File: src/ocir_pkg.sv
/*
 Package for the option loader and interrupt routing block: register offsets,
 field positions, reset values, option bit layout and timing counts.
 Assumes a 20 MHz system clock and a 32-bit classic Wishbone register bus.
*/
package ocir_pkg;

  // ********************************************
  // Register byte offsets
  // ********************************************
  localparam logic [7:0] OCIR_ADR_OPTIONS = 8'h00;
  localparam logic [7:0] OCIR_ADR_INTEN = 8'h04;
  localparam logic [7:0] OCIR_ADR_INTRQ = 8'h08;
  localparam logic [7:0] OCIR_ADR_CPUCTL = 8'h0C;
  localparam logic [7:0] OCIR_ADR_TMA_CTRL = 8'h10;
  localparam logic [7:0] OCIR_ADR_TMB_CTRL = 8'h14;
  localparam logic [7:0] OCIR_ADR_TMA_SCALE = 8'h18;
  localparam logic [7:0] OCIR_ADR_TMB_SCALE = 8'h1C;
  localparam logic [7:0] OCIR_ADR_XOSC_CTRL = 8'h20;
  localparam logic [7:0] OCIR_ADR_CLKMODE = 8'h24;
  localparam logic [7:0] OCIR_ADR_PA_DIGIN = 8'h28;
  localparam logic [7:0] OCIR_ADR_PB_DIGIN = 8'h2C;
  localparam logic [7:0] OCIR_ADR_PA_DIR = 8'h30;
  localparam logic [7:0] OCIR_ADR_PA_OUT = 8'h34;
  localparam logic [7:0] OCIR_ADR_STATUS = 8'h38;
  localparam logic [7:0] OCIR_ADR_ROM_READ = 8'h3C;

  // ********************************************
  // Option word bit positions
  // ********************************************
  localparam int OCIR_OPT_SECURE = 0;
  localparam int OCIR_OPT_BOOT_FAST = 1;
  localparam int OCIR_OPT_SRC0_PB5 = 2;
  localparam int OCIR_OPT_SRC1_PA4 = 3;
  localparam int OCIR_OPT_EDGE_LO = 4;
  localparam int OCIR_OPT_EDGE_HI = 5;
  localparam int OCIR_OPT_GATE_PWM = 6;
  localparam int OCIR_OPT_TMR_32M = 7;
  localparam int OCIR_OPT_TMR_7BIT = 8;
  localparam int OCIR_OPT_OUT_PB0 = 9;
  localparam int OCIR_OPT_WIDTH = 10;

  // Comparator edge encodings
  localparam logic [1:0] OCIR_EDGE_ALL = 2'h0;
  localparam logic [1:0] OCIR_EDGE_RISE = 2'h1;
  localparam logic [1:0] OCIR_EDGE_FALL = 2'h2;

  // ********************************************
  // Register fields
  // ********************************************
  localparam int OCIR_TMC_CLK_HI = 7;
  localparam int OCIR_TMC_CLK_LO = 4;
  localparam logic [3:0] OCIR_TMC_CLK_HIRC = 4'h2;
  localparam int OCIR_TMC_OUT_HI = 3;
  localparam int OCIR_TMC_OUT_LO = 2;
  localparam logic [1:0] OCIR_TMC_OUT_ALT = 2'h1;
  localparam int OCIR_TMS_PWM = 7;
  localparam int OCIR_XOSC_EN = 7;
  localparam int OCIR_XOSC_RNG_HI = 6;
  localparam int OCIR_XOSC_RNG_LO = 5;
  localparam int OCIR_CLOCK_MODE_REG_RSTPIN = 0;
  localparam int OCIR_CPU_GIE = 0;
  localparam int OCIR_CPU_ENGINT = 1;
  localparam int OCIR_CPU_DISGINT = 2;
  localparam int OCIR_CPU_RETI = 3;
  localparam logic [7:0] OCIR_RST_BYTE = 8'h00;
  localparam logic [31:0] OCIR_READ_REFUSED = 32'h0000_0000;

  // ********************************************
  // Timing
  // ********************************************
  localparam int OCIR_BOOT_SLOW_CYC = 3000;
  localparam int OCIR_BOOT_FAST_CYC = 45;

endpackage
File: src/ocir_option_config.sv
/*
 Option loader and interrupt routing for a small controller: latches the
 programmed option word at reset, sequences the boot wait, routes pin
 interrupts, decodes timer, oscillator and pin settings, and keeps the
 global interrupt enable. Registers sit on a 32-bit classic Wishbone slave.
 Assumes all inputs synchronous to clk; slowOscTick marks one low-speed
 oscillator period.
*/
// Function
// - Protection option set makes program readback return zeros, else real content.
// - Boot wait is 3000 or 45 slow oscillator cycles, chosen by option.
// - Interrupt bit 0 follows port_a_pin0 or port_b_pin5 by first source option.
// - Interrupt bit 1 follows port_b_pin0 or port_a_pin4 by second source option.
// - Comparator request bit 2 on both edges, rising only, or falling only; it never reaches irqToCpu.
// - Gate option lets comparator output control PWM output, else independent.
// - Clock field 0010 selects 16 MHz or doubled 32 MHz timer clock by option.
// - Scale bit 7 set gives 6 or 7 bit PWM by resolution option.
// - Output field 1 puts first timer on port_b_pin0 or port_b_pin2.
// - Crystal range field: 01 low, 10 middle, 11 high frequency.
// - Crystal control bit 7 set enables the crystal oscillator.
// - Clock mode bit 0 with port_a_pin5 input makes it active-low reset.
// - port_a_pin5 as output only pulls low, never drives high.
// - Input pin is digital input only with its enable bit.
// - Taking an interrupt jumps to service and clears global enable.
// - Return from interrupt restores global enable.
// - Enable and request registers start undefined; software writes both first (here reset clears both to zero).
// - Global disable blocks every interrupt request from the processor.
`timescale 1ns/1ns
module ocir_option_config #(
  parameter int BOOT_SLOW_CYC = ocir_pkg::OCIR_BOOT_SLOW_CYC,
  parameter int BOOT_FAST_CYC = ocir_pkg::OCIR_BOOT_FAST_CYC
) (
  // Clock and reset
  input wire logic clk,
  input wire logic nrst,
  // Programmed options and program store
  input wire logic [ocir_pkg::OCIR_OPT_WIDTH-1:0] optWord,
  input wire logic [31:0] romData,
  input wire logic slowOscTick,
  // Wishbone slave
  input wire logic wb_cyc_i,
  input wire logic wb_stb_i,
  input wire logic wb_we_i,
  input wire logic [7:0] wb_adr_i,
  input wire logic [3:0] wb_sel_i,
  input wire logic [31:0] wb_dat_i,
  output logic [31:0] wb_dat_o,
  output logic wb_ack_o,
  output logic wb_err_o,
  // Pins and unit inputs
  input wire logic portAPin0,
  input wire logic portAPin4,
  input wire logic portAPin5In,
  input wire logic portBPin0,
  input wire logic portBPin5,
  input wire logic [7:0] portAPins,
  input wire logic [7:0] portBPins,
  input wire logic comparatorOut,
  input wire logic pwmRaw,
  input wire logic tmrAOut,
  input wire logic irqTaken,
  // Outputs to core and units
  output logic bootDone,
  output logic irqToCpu,
  output logic [1:0] irqVector,
  output logic extResetN,
  output logic portAPin5Out,
  output logic portAPin5Oe,
  output logic pwmOut,
  output logic tmrOnPb0,
  output logic tmrOnPb2,
  output logic tmrAClk32M,
  output logic tmrBClk32M,
  output logic tmrAHirc,
  output logic tmrBHirc,
  output logic [2:0] tmrAPwmBits,
  output logic [2:0] tmrBPwmBits,
  output logic xoscEnable,
  output logic [1:0] xoscRange,
  output logic [7:0] portADigIn,
  output logic [7:0] portBDigIn
);
  import ocir_pkg::*;

  // ********************************************
  // State
  // ********************************************
  typedef enum logic [1:0] {
    OCIR_LOAD = 2'b00,
    OCIR_WAIT = 2'b01,
    OCIR_RUN = 2'b11
  } ocir_boot_e;

  typedef struct packed {
    ocir_boot_e boot;
    logic [11:0] waitCnt;
    logic [OCIR_OPT_WIDTH-1:0] opt;
    logic [1:0] inten;
    logic [2:0] intrq;
    logic gie;
    logic [7:0] tmaCtrl;
    logic [7:0] tmbCtrl;
    logic [7:0] tmaScale;
    logic [7:0] tmbScale;
    logic [7:0] xoscCtrl;
    logic [7:0] clkMode;
    logic [7:0] paDig;
    logic [7:0] pbDig;
    logic [7:0] paDir;
    logic [7:0] paOut;
    logic [1:0] pinPrev;
    logic cmpPrev;
    logic [31:0] rdat;
    logic ack;
    logic err;
  } ocir_state_s;

  ocir_state_s s_q;
  ocir_state_s s_d;
  logic [1:0] rstSync_q;
  logic rstN;

  initial begin
    if (BOOT_SLOW_CYC < 1 || BOOT_SLOW_CYC > 4095 || BOOT_FAST_CYC < 1 ||
        BOOT_FAST_CYC > BOOT_SLOW_CYC) begin
      $error("Boot wait counts out of range");
    end
  end

  // ********************************************
  // Reset release
  // ********************************************
  always_ff @(posedge clk or negedge nrst) begin
    if (!nrst) begin
      rstSync_q <= 2'b00;
    end else begin
      rstSync_q <= {rstSync_q[0], 1'b1};
    end
  end
  assign rstN = rstSync_q[1];

  // ********************************************
  // Next state
  // ********************************************
  logic pin0Sel;
  logic pin1Sel;
  logic cmpEdge;
  logic busReq;
  logic [1:0] edgeOpt;
  logic [31:0] rd;
  logic known;

  always_comb begin
    s_d = s_q;
    s_d.ack = 1'b0;
    s_d.err = 1'b0;
    edgeOpt = {s_q.opt[OCIR_OPT_EDGE_HI], s_q.opt[OCIR_OPT_EDGE_LO]};
    pin0Sel = s_q.opt[OCIR_OPT_SRC0_PB5] ? portBPin5 : portAPin0;
    pin1Sel = s_q.opt[OCIR_OPT_SRC1_PA4] ? portAPin4 : portBPin0;
    unique case (edgeOpt)
      OCIR_EDGE_RISE: cmpEdge = comparatorOut & ~s_q.cmpPrev;
      OCIR_EDGE_FALL: cmpEdge = ~comparatorOut & s_q.cmpPrev;
      default: cmpEdge = comparatorOut ^ s_q.cmpPrev;
    endcase
    // Option latch happens once; software has no write path to it
    unique case (s_q.boot)
      OCIR_LOAD: begin
        s_d.opt = optWord;
        s_d.waitCnt = optWord[OCIR_OPT_BOOT_FAST] ? 12'(BOOT_FAST_CYC) :
                      12'(BOOT_SLOW_CYC);
        s_d.boot = OCIR_WAIT;
      end
      OCIR_WAIT: begin
        if (slowOscTick) begin
          s_d.waitCnt = s_q.waitCnt - 12'h001;
          if (s_q.waitCnt == 12'h001) begin
            s_d.boot = OCIR_RUN;
          end
        end
      end
      OCIR_RUN: begin
      end
      default: begin
        s_d.boot = OCIR_LOAD;
      end
    endcase
    s_d.pinPrev = {pin1Sel, pin0Sel};
    s_d.cmpPrev = comparatorOut;
    // Rising edges of the selected pins raise requests
    if (pin0Sel & ~s_q.pinPrev[0]) begin
      s_d.intrq[0] = 1'b1;
    end
    if (pin1Sel & ~s_q.pinPrev[1]) begin
      s_d.intrq[1] = 1'b1;
    end
    if (cmpEdge) begin
      s_d.intrq[2] = 1'b1;
    end
    if (irqTaken) begin
      s_d.gie = 1'b0;
    end
    busReq = wb_cyc_i & wb_stb_i & ~s_q.ack & ~s_q.err;
    known = 1'b1;
    rd = 32'h0000_0000;
    unique case (wb_adr_i)
      OCIR_ADR_OPTIONS: rd = 32'(s_q.opt);
      OCIR_ADR_INTEN: rd = {30'h0, s_q.inten};
      OCIR_ADR_INTRQ: rd = {29'h0, s_q.intrq};
      OCIR_ADR_CPUCTL: rd = {31'h0, s_q.gie};
      OCIR_ADR_TMA_CTRL: rd = {24'h0, s_q.tmaCtrl};
      OCIR_ADR_TMB_CTRL: rd = {24'h0, s_q.tmbCtrl};
      OCIR_ADR_TMA_SCALE: rd = {24'h0, s_q.tmaScale};
      OCIR_ADR_TMB_SCALE: rd = {24'h0, s_q.tmbScale};
      OCIR_ADR_XOSC_CTRL: rd = {24'h0, s_q.xoscCtrl};
      OCIR_ADR_CLKMODE: rd = {24'h0, s_q.clkMode};
      OCIR_ADR_PA_DIGIN: rd = {24'h0, s_q.paDig};
      OCIR_ADR_PB_DIGIN: rd = {24'h0, s_q.pbDig};
      OCIR_ADR_PA_DIR: rd = {24'h0, s_q.paDir};
      OCIR_ADR_PA_OUT: rd = {24'h0, s_q.paOut};
      OCIR_ADR_STATUS: rd = {30'h0, s_q.boot == OCIR_RUN, s_q.opt[OCIR_OPT_SECURE]};
      OCIR_ADR_ROM_READ: rd = s_q.opt[OCIR_OPT_SECURE] ? OCIR_READ_REFUSED : romData;
      default: known = 1'b0;
    endcase
    if (busReq) begin
      s_d.ack = known;
      s_d.err = ~known;
      s_d.rdat = rd;
      if (wb_we_i && known && wb_sel_i[0]) begin
        unique case (wb_adr_i)
          OCIR_ADR_INTEN: s_d.inten = wb_dat_i[1:0];
          // Write one to clear; a same-cycle event sets the flag only if it was clear before
          OCIR_ADR_INTRQ: s_d.intrq = s_d.intrq & ~(wb_dat_i[2:0] & s_q.intrq);
          OCIR_ADR_CPUCTL: begin
            if (wb_dat_i[OCIR_CPU_ENGINT] || wb_dat_i[OCIR_CPU_RETI]) begin
              s_d.gie = 1'b1;
            end
            if (wb_dat_i[OCIR_CPU_DISGINT]) begin
              s_d.gie = 1'b0;
            end
          end
          OCIR_ADR_TMA_CTRL: s_d.tmaCtrl = wb_dat_i[7:0];
          OCIR_ADR_TMB_CTRL: s_d.tmbCtrl = wb_dat_i[7:0];
          OCIR_ADR_TMA_SCALE: s_d.tmaScale = wb_dat_i[7:0];
          OCIR_ADR_TMB_SCALE: s_d.tmbScale = wb_dat_i[7:0];
          OCIR_ADR_XOSC_CTRL: s_d.xoscCtrl = wb_dat_i[7:0];
          OCIR_ADR_CLKMODE: s_d.clkMode = wb_dat_i[7:0];
          OCIR_ADR_PA_DIGIN: s_d.paDig = wb_dat_i[7:0];
          OCIR_ADR_PB_DIGIN: s_d.pbDig = wb_dat_i[7:0];
          OCIR_ADR_PA_DIR: s_d.paDir = wb_dat_i[7:0];
          OCIR_ADR_PA_OUT: s_d.paOut = wb_dat_i[7:0];
          default: begin
          end
        endcase
      end
    end
  end

  // Enable and request flags start cleared here only to keep them defined
  always_ff @(posedge clk or negedge rstN) begin
    if (!rstN) begin
      s_q <= '{boot: OCIR_LOAD, default: '0};
    end else begin
      s_q <= s_d;
    end
  end

  // ********************************************
  // Outputs
  // ********************************************
  assign wb_ack_o = s_q.ack;
  assign wb_err_o = s_q.err;
  assign wb_dat_o = s_q.rdat;
  assign bootDone = (s_q.boot == OCIR_RUN);
  assign irqVector = s_q.inten & s_q.intrq[1:0];
  assign irqToCpu = s_q.gie & bootDone & (|irqVector);
  assign pwmOut = s_q.opt[OCIR_OPT_GATE_PWM] ? (pwmRaw & comparatorOut) : pwmRaw;
  assign tmrAHirc = s_q.tmaCtrl[OCIR_TMC_CLK_HI:OCIR_TMC_CLK_LO] == OCIR_TMC_CLK_HIRC;
  assign tmrBHirc = s_q.tmbCtrl[OCIR_TMC_CLK_HI:OCIR_TMC_CLK_LO] == OCIR_TMC_CLK_HIRC;
  assign tmrAClk32M = tmrAHirc & s_q.opt[OCIR_OPT_TMR_32M];
  assign tmrBClk32M = tmrBHirc & s_q.opt[OCIR_OPT_TMR_32M];
  assign tmrAPwmBits = !s_q.tmaScale[OCIR_TMS_PWM] ? 3'h0 :
                       (s_q.opt[OCIR_OPT_TMR_7BIT] ? 3'h7 : 3'h6);
  assign tmrBPwmBits = !s_q.tmbScale[OCIR_TMS_PWM] ? 3'h0 :
                       (s_q.opt[OCIR_OPT_TMR_7BIT] ? 3'h7 : 3'h6);
  logic tmrRouted;
  assign tmrRouted = s_q.tmaCtrl[OCIR_TMC_OUT_HI:OCIR_TMC_OUT_LO] == OCIR_TMC_OUT_ALT;
  assign tmrOnPb0 = tmrRouted & s_q.opt[OCIR_OPT_OUT_PB0] & tmrAOut;
  assign tmrOnPb2 = tmrRouted & ~s_q.opt[OCIR_OPT_OUT_PB0] & tmrAOut;
  assign xoscRange = s_q.xoscCtrl[OCIR_XOSC_RNG_HI:OCIR_XOSC_RNG_LO];
  assign xoscEnable = s_q.xoscCtrl[OCIR_XOSC_EN];
  assign extResetN = (s_q.clkMode[OCIR_CLOCK_MODE_REG_RSTPIN] & ~s_q.paDir[5]) ?
                     portAPin5In : 1'b1;
  // Open drain: the pin is only ever pulled low
  assign portAPin5Out = 1'b0;
  assign portAPin5Oe = s_q.paDir[5] & ~s_q.paOut[5];
  assign portADigIn = portAPins & s_q.paDig & ~s_q.paDir;
  assign portBDigIn = portBPins & s_q.pbDig;

endmodule

File: config.mk
export PLATFORM = sky130hd
export DESIGN_NAME = ocir_option_config
export DESIGN_NICKNAME = d
export VERILOG_FILES = /design/src/ocir_pkg.sv /design/src/ocir_option_config.sv
export SDC_FILE = /design/constraint.sdc
export NUM_CORES = 1
export LEC_CHECK = 0
export ABC_AREA = 1
export BUFFER_PORTS_ARGS = -buffer_cell sky130_fd_sc_hd__buf_2
export CAP_MARGIN = 10
export CORE_UTILIZATION = 55
export CTS_BUF_LIST = sky130_fd_sc_hd__clkbuf_4
export DETAILED_ROUTE_END_ITERATION = 12
export PLACE_DENSITY_LB_ADDON = 0.08
export SYNTH_ARGS = -nofsm -noshare
export SYNTH_HDL_FRONTEND = slang
export SYNTH_SLANG_ARGS = --single-unit
File: constraint.sdc
create_clock -name clk -period 6.8 [get_ports clk]
set_clock_uncertainty 0.05 [all_clocks]
set_input_delay 2.04 -clock clk [delete_from_list [all_inputs] [get_ports clk]]
set_output_delay 2.04 -clock clk [all_outputs]
set_load 0.02 [all_outputs]
==> flow_metrics.tcl <==
set metrics [dict create \
    syn_to_final_growth_pct 13.09 \
    routed_wl_mm 20.73 \
    end_kind "output port" \
    async_flop_share 1.000 \
    overflow 0 \
    grt_use_total 0.3089 \
    p_per_area_nw_per_um2 184.6 \
    layout_commonest_cell "nand2_1" \
    cp.required_ns 4.71 \
    yosys_most_used_dff "dfrtp_1" \
    finalMaxSlewViolations 0 \
    cts.path.max_buffers 2 \
    cts-resized-gates 0 \
    setup_tns_ns 0 \
    yosys_register_bits 149 \
    synth-edff-count 0 \
    final_cell_mix "483 x nand2_1, 161 x buf_2, 148 x dfrtp_1" \
    post_drt_via_cell_ratio 5.228 \
    ir_drop_v 0.0001942 \
    grt_pass1_vias 6510 \
    layout.nets 1280 \
    wl_per_cell_um 15.39 \
    fin_ws_ns 2.170 \
    globalplace.congestion 0.8869 \
    syn-cell-area_um2 7620 \
    worst_slew_pin_slew_ns 1.026 \
    drt_iter0_drc 656 \
    rr_worst_depth 7 \
    io_pins 190 \
    drt_pass1_iterations 8 \
    num-fill-cells 1268 \
    rows 42 \
    syn_nets 1159 \
    ant_nets 0 \
    postCtsSetupBuffers 0 \
    path_clk_slew_ns 0.12 \
    setup_viol 0 \
    hold_viol 0 \
    worstSetupPathType "input pin to output port" \
    cts_buffers 17 \
    clkSinkCount 149 \
    die_x_um 119.7 \
    cp_max_fo 3 \
    ctsRootBufferMaster "clkbuf_4" \
    outcome "finished clean" \
    fin_crit_sh 0.6809 \
    fmax_mhz 216.0 \
    layout_min_cycle_time_ns 4.630 \
    die_h_um 119.7 \
    yosysSeqAreaShare 0.4893 \
    ys_types 35 \
    place_ws_ns 1.685 \
    syn_inst 1036 \
    cap_violations 0 \
    reg2reg_to "wb_dat_o[2]" \
    hold_buffers 0 \
    design.core.area_um2 13400 \
    max_slew_margin 0.3155 \
    rsz0062_at_grt "false" \
    p_leak_nw 4.975 \
    start_util 0.5686 \
    num_vias 7042 \
    worstSkewPairLatency_ns 0.55 \
    yosys_warnings 0 \
    cts_tree "yes" \
    dieArea_um2 14330 \
    grt_max_degree 56 \
    hold_path_class "flop to asynchronous set/reset pin" \
    rrSetupSlack_ns 4.24 \
    grt_pass1_wl_mm 33.45 \
    timing.rr.start "s_q[123]" \
    route.detailed.drc 0 \
    arrival_ns 2.54 \
    antenna_found_initial 1 \
    crit_path_start_kind "input pin" \
    placement.io_buffers 161 \
    fin_util 0.6430 \
    drive_gt1_frac 0.1915 \
    cts_max_level 4 \
    hpwl_mm 14.96 \
    syn_area_per_cell_um2 7.355 \
]
-- metrics by stage --
step                hold slack (ns)  power [mW]  area, um^2  cells
finish                       0.2788       1.591        8617   1347
global route                 0.3264       1.649        8617   1347
CTS                          0.2983       1.606        8615   1346
detailed placement           0.2872      0.9919        8289   1314
global placement             0.2841      0.9916        8289   1314
floorplan                    0.2812      0.9468        7620   1036
-- how the worst max path moves through the flow --
stage                       start       to  slack (ns)  cells after the start
global placement      wb_adr_i[1]  s_q[52]        1.70                     12
CTS                 comparatorOut   pwmOut        2.16                      4
global route          wb_adr_i[1]  s_q[49]        1.96                     12
detailed placement    wb_adr_i[1]  s_q[45]        1.69                     12
floorplan           comparatorOut   pwmOut        2.14                      2
finish              comparatorOut   pwmOut        2.17                      4
-- Yosys cell counts, types with 3 or more instances --
| cell type | n | area (um^2) |
|---|---|---|
| nand4_1 | 23 | 143.9 |
| nor2_2 | 6 | 37.54 |
| o211ai_1 | 3 | 22.52 |
| inv_1 | 82 | 307.8 |
| a22oi_1 | 3 | 22.52 |
| nor2_1 | 68 | 255.2 |
| o21ai_1 | 3 | 15.01 |
| o21ai_0 | 39 | 195.2 |
| nor2_4 | 8 | 90.09 |
| clkbuf_1 | 18 | 67.56 |
| buf_2 | 3 | 15.01 |
| inv_2 | 6 | 22.52 |
| nand3_1 | 54 | 270.3 |
| buf_4 | 40 | 300.3 |
| nand2_1 | 483 | 1813 |
| dfrtp_1 | 149 | 3729 |
| or2_2 | 3 | 18.77 |
| clkinv_1 | 3 | 11.26 |
| a21oi_1 | 15 | 75.07 |
| ha_1 | 6 | 75.07 |
-- registers in the layout, summed over array words and instances (netlist names) --
name	cells
edgeOpt	2
rstSync_q	2
xoscEnable	1
wb_ack_o	1
wb_dat_o	32
s_q	108
xoscRange	2
wb_err_o	1
-- critical path, cell delays in order --
cell and delay [ns]:
buf_2 0.10, inv_1 0.06, a21boi_0 0.15, buf_2 0.19
-- where the power goes --
group | total (mW) | internal (mW) | switching (mW)
clock network | 0.616 | 0.299 | 0.317
registers | 0.894 | 0.888 | 0.00587
logic | 0.0803 | 0.0248 | 0.0554
-- metal layers --
metal | wire, um | global-route usage
met1 | 9051 | 0.4298
met2 | 9471 | 0.4816
met3 | 1716 | 0.06416
met4 | 491 | 0.1047
met5 | 0 | 0
-- layout make-up --
type                       count  area [um^2]  area share
multi-input combinational    733         3159      0.3666
tap                          176        220.2     0.02556
sequential                   149         3732      0.4331
clock inverter                13        182.7     0.02120
antenna                        1        2.502   0.0002904
inverter                      91        341.6     0.03964
clock buffer                  19        142.6     0.01655
timing repair buffer         165        835.8     0.09699
-- cell families after synthesis --
kind of cell    synth area share
fa+ha+maj               0.009852
simple gates              0.3537
other cells            0.0009856
xor+xnor                0.001150
flops                     0.4893
buf+inv                  0.09606
compound gates           0.04893
No activity file was read; power rests on OpenSTA's default activity.
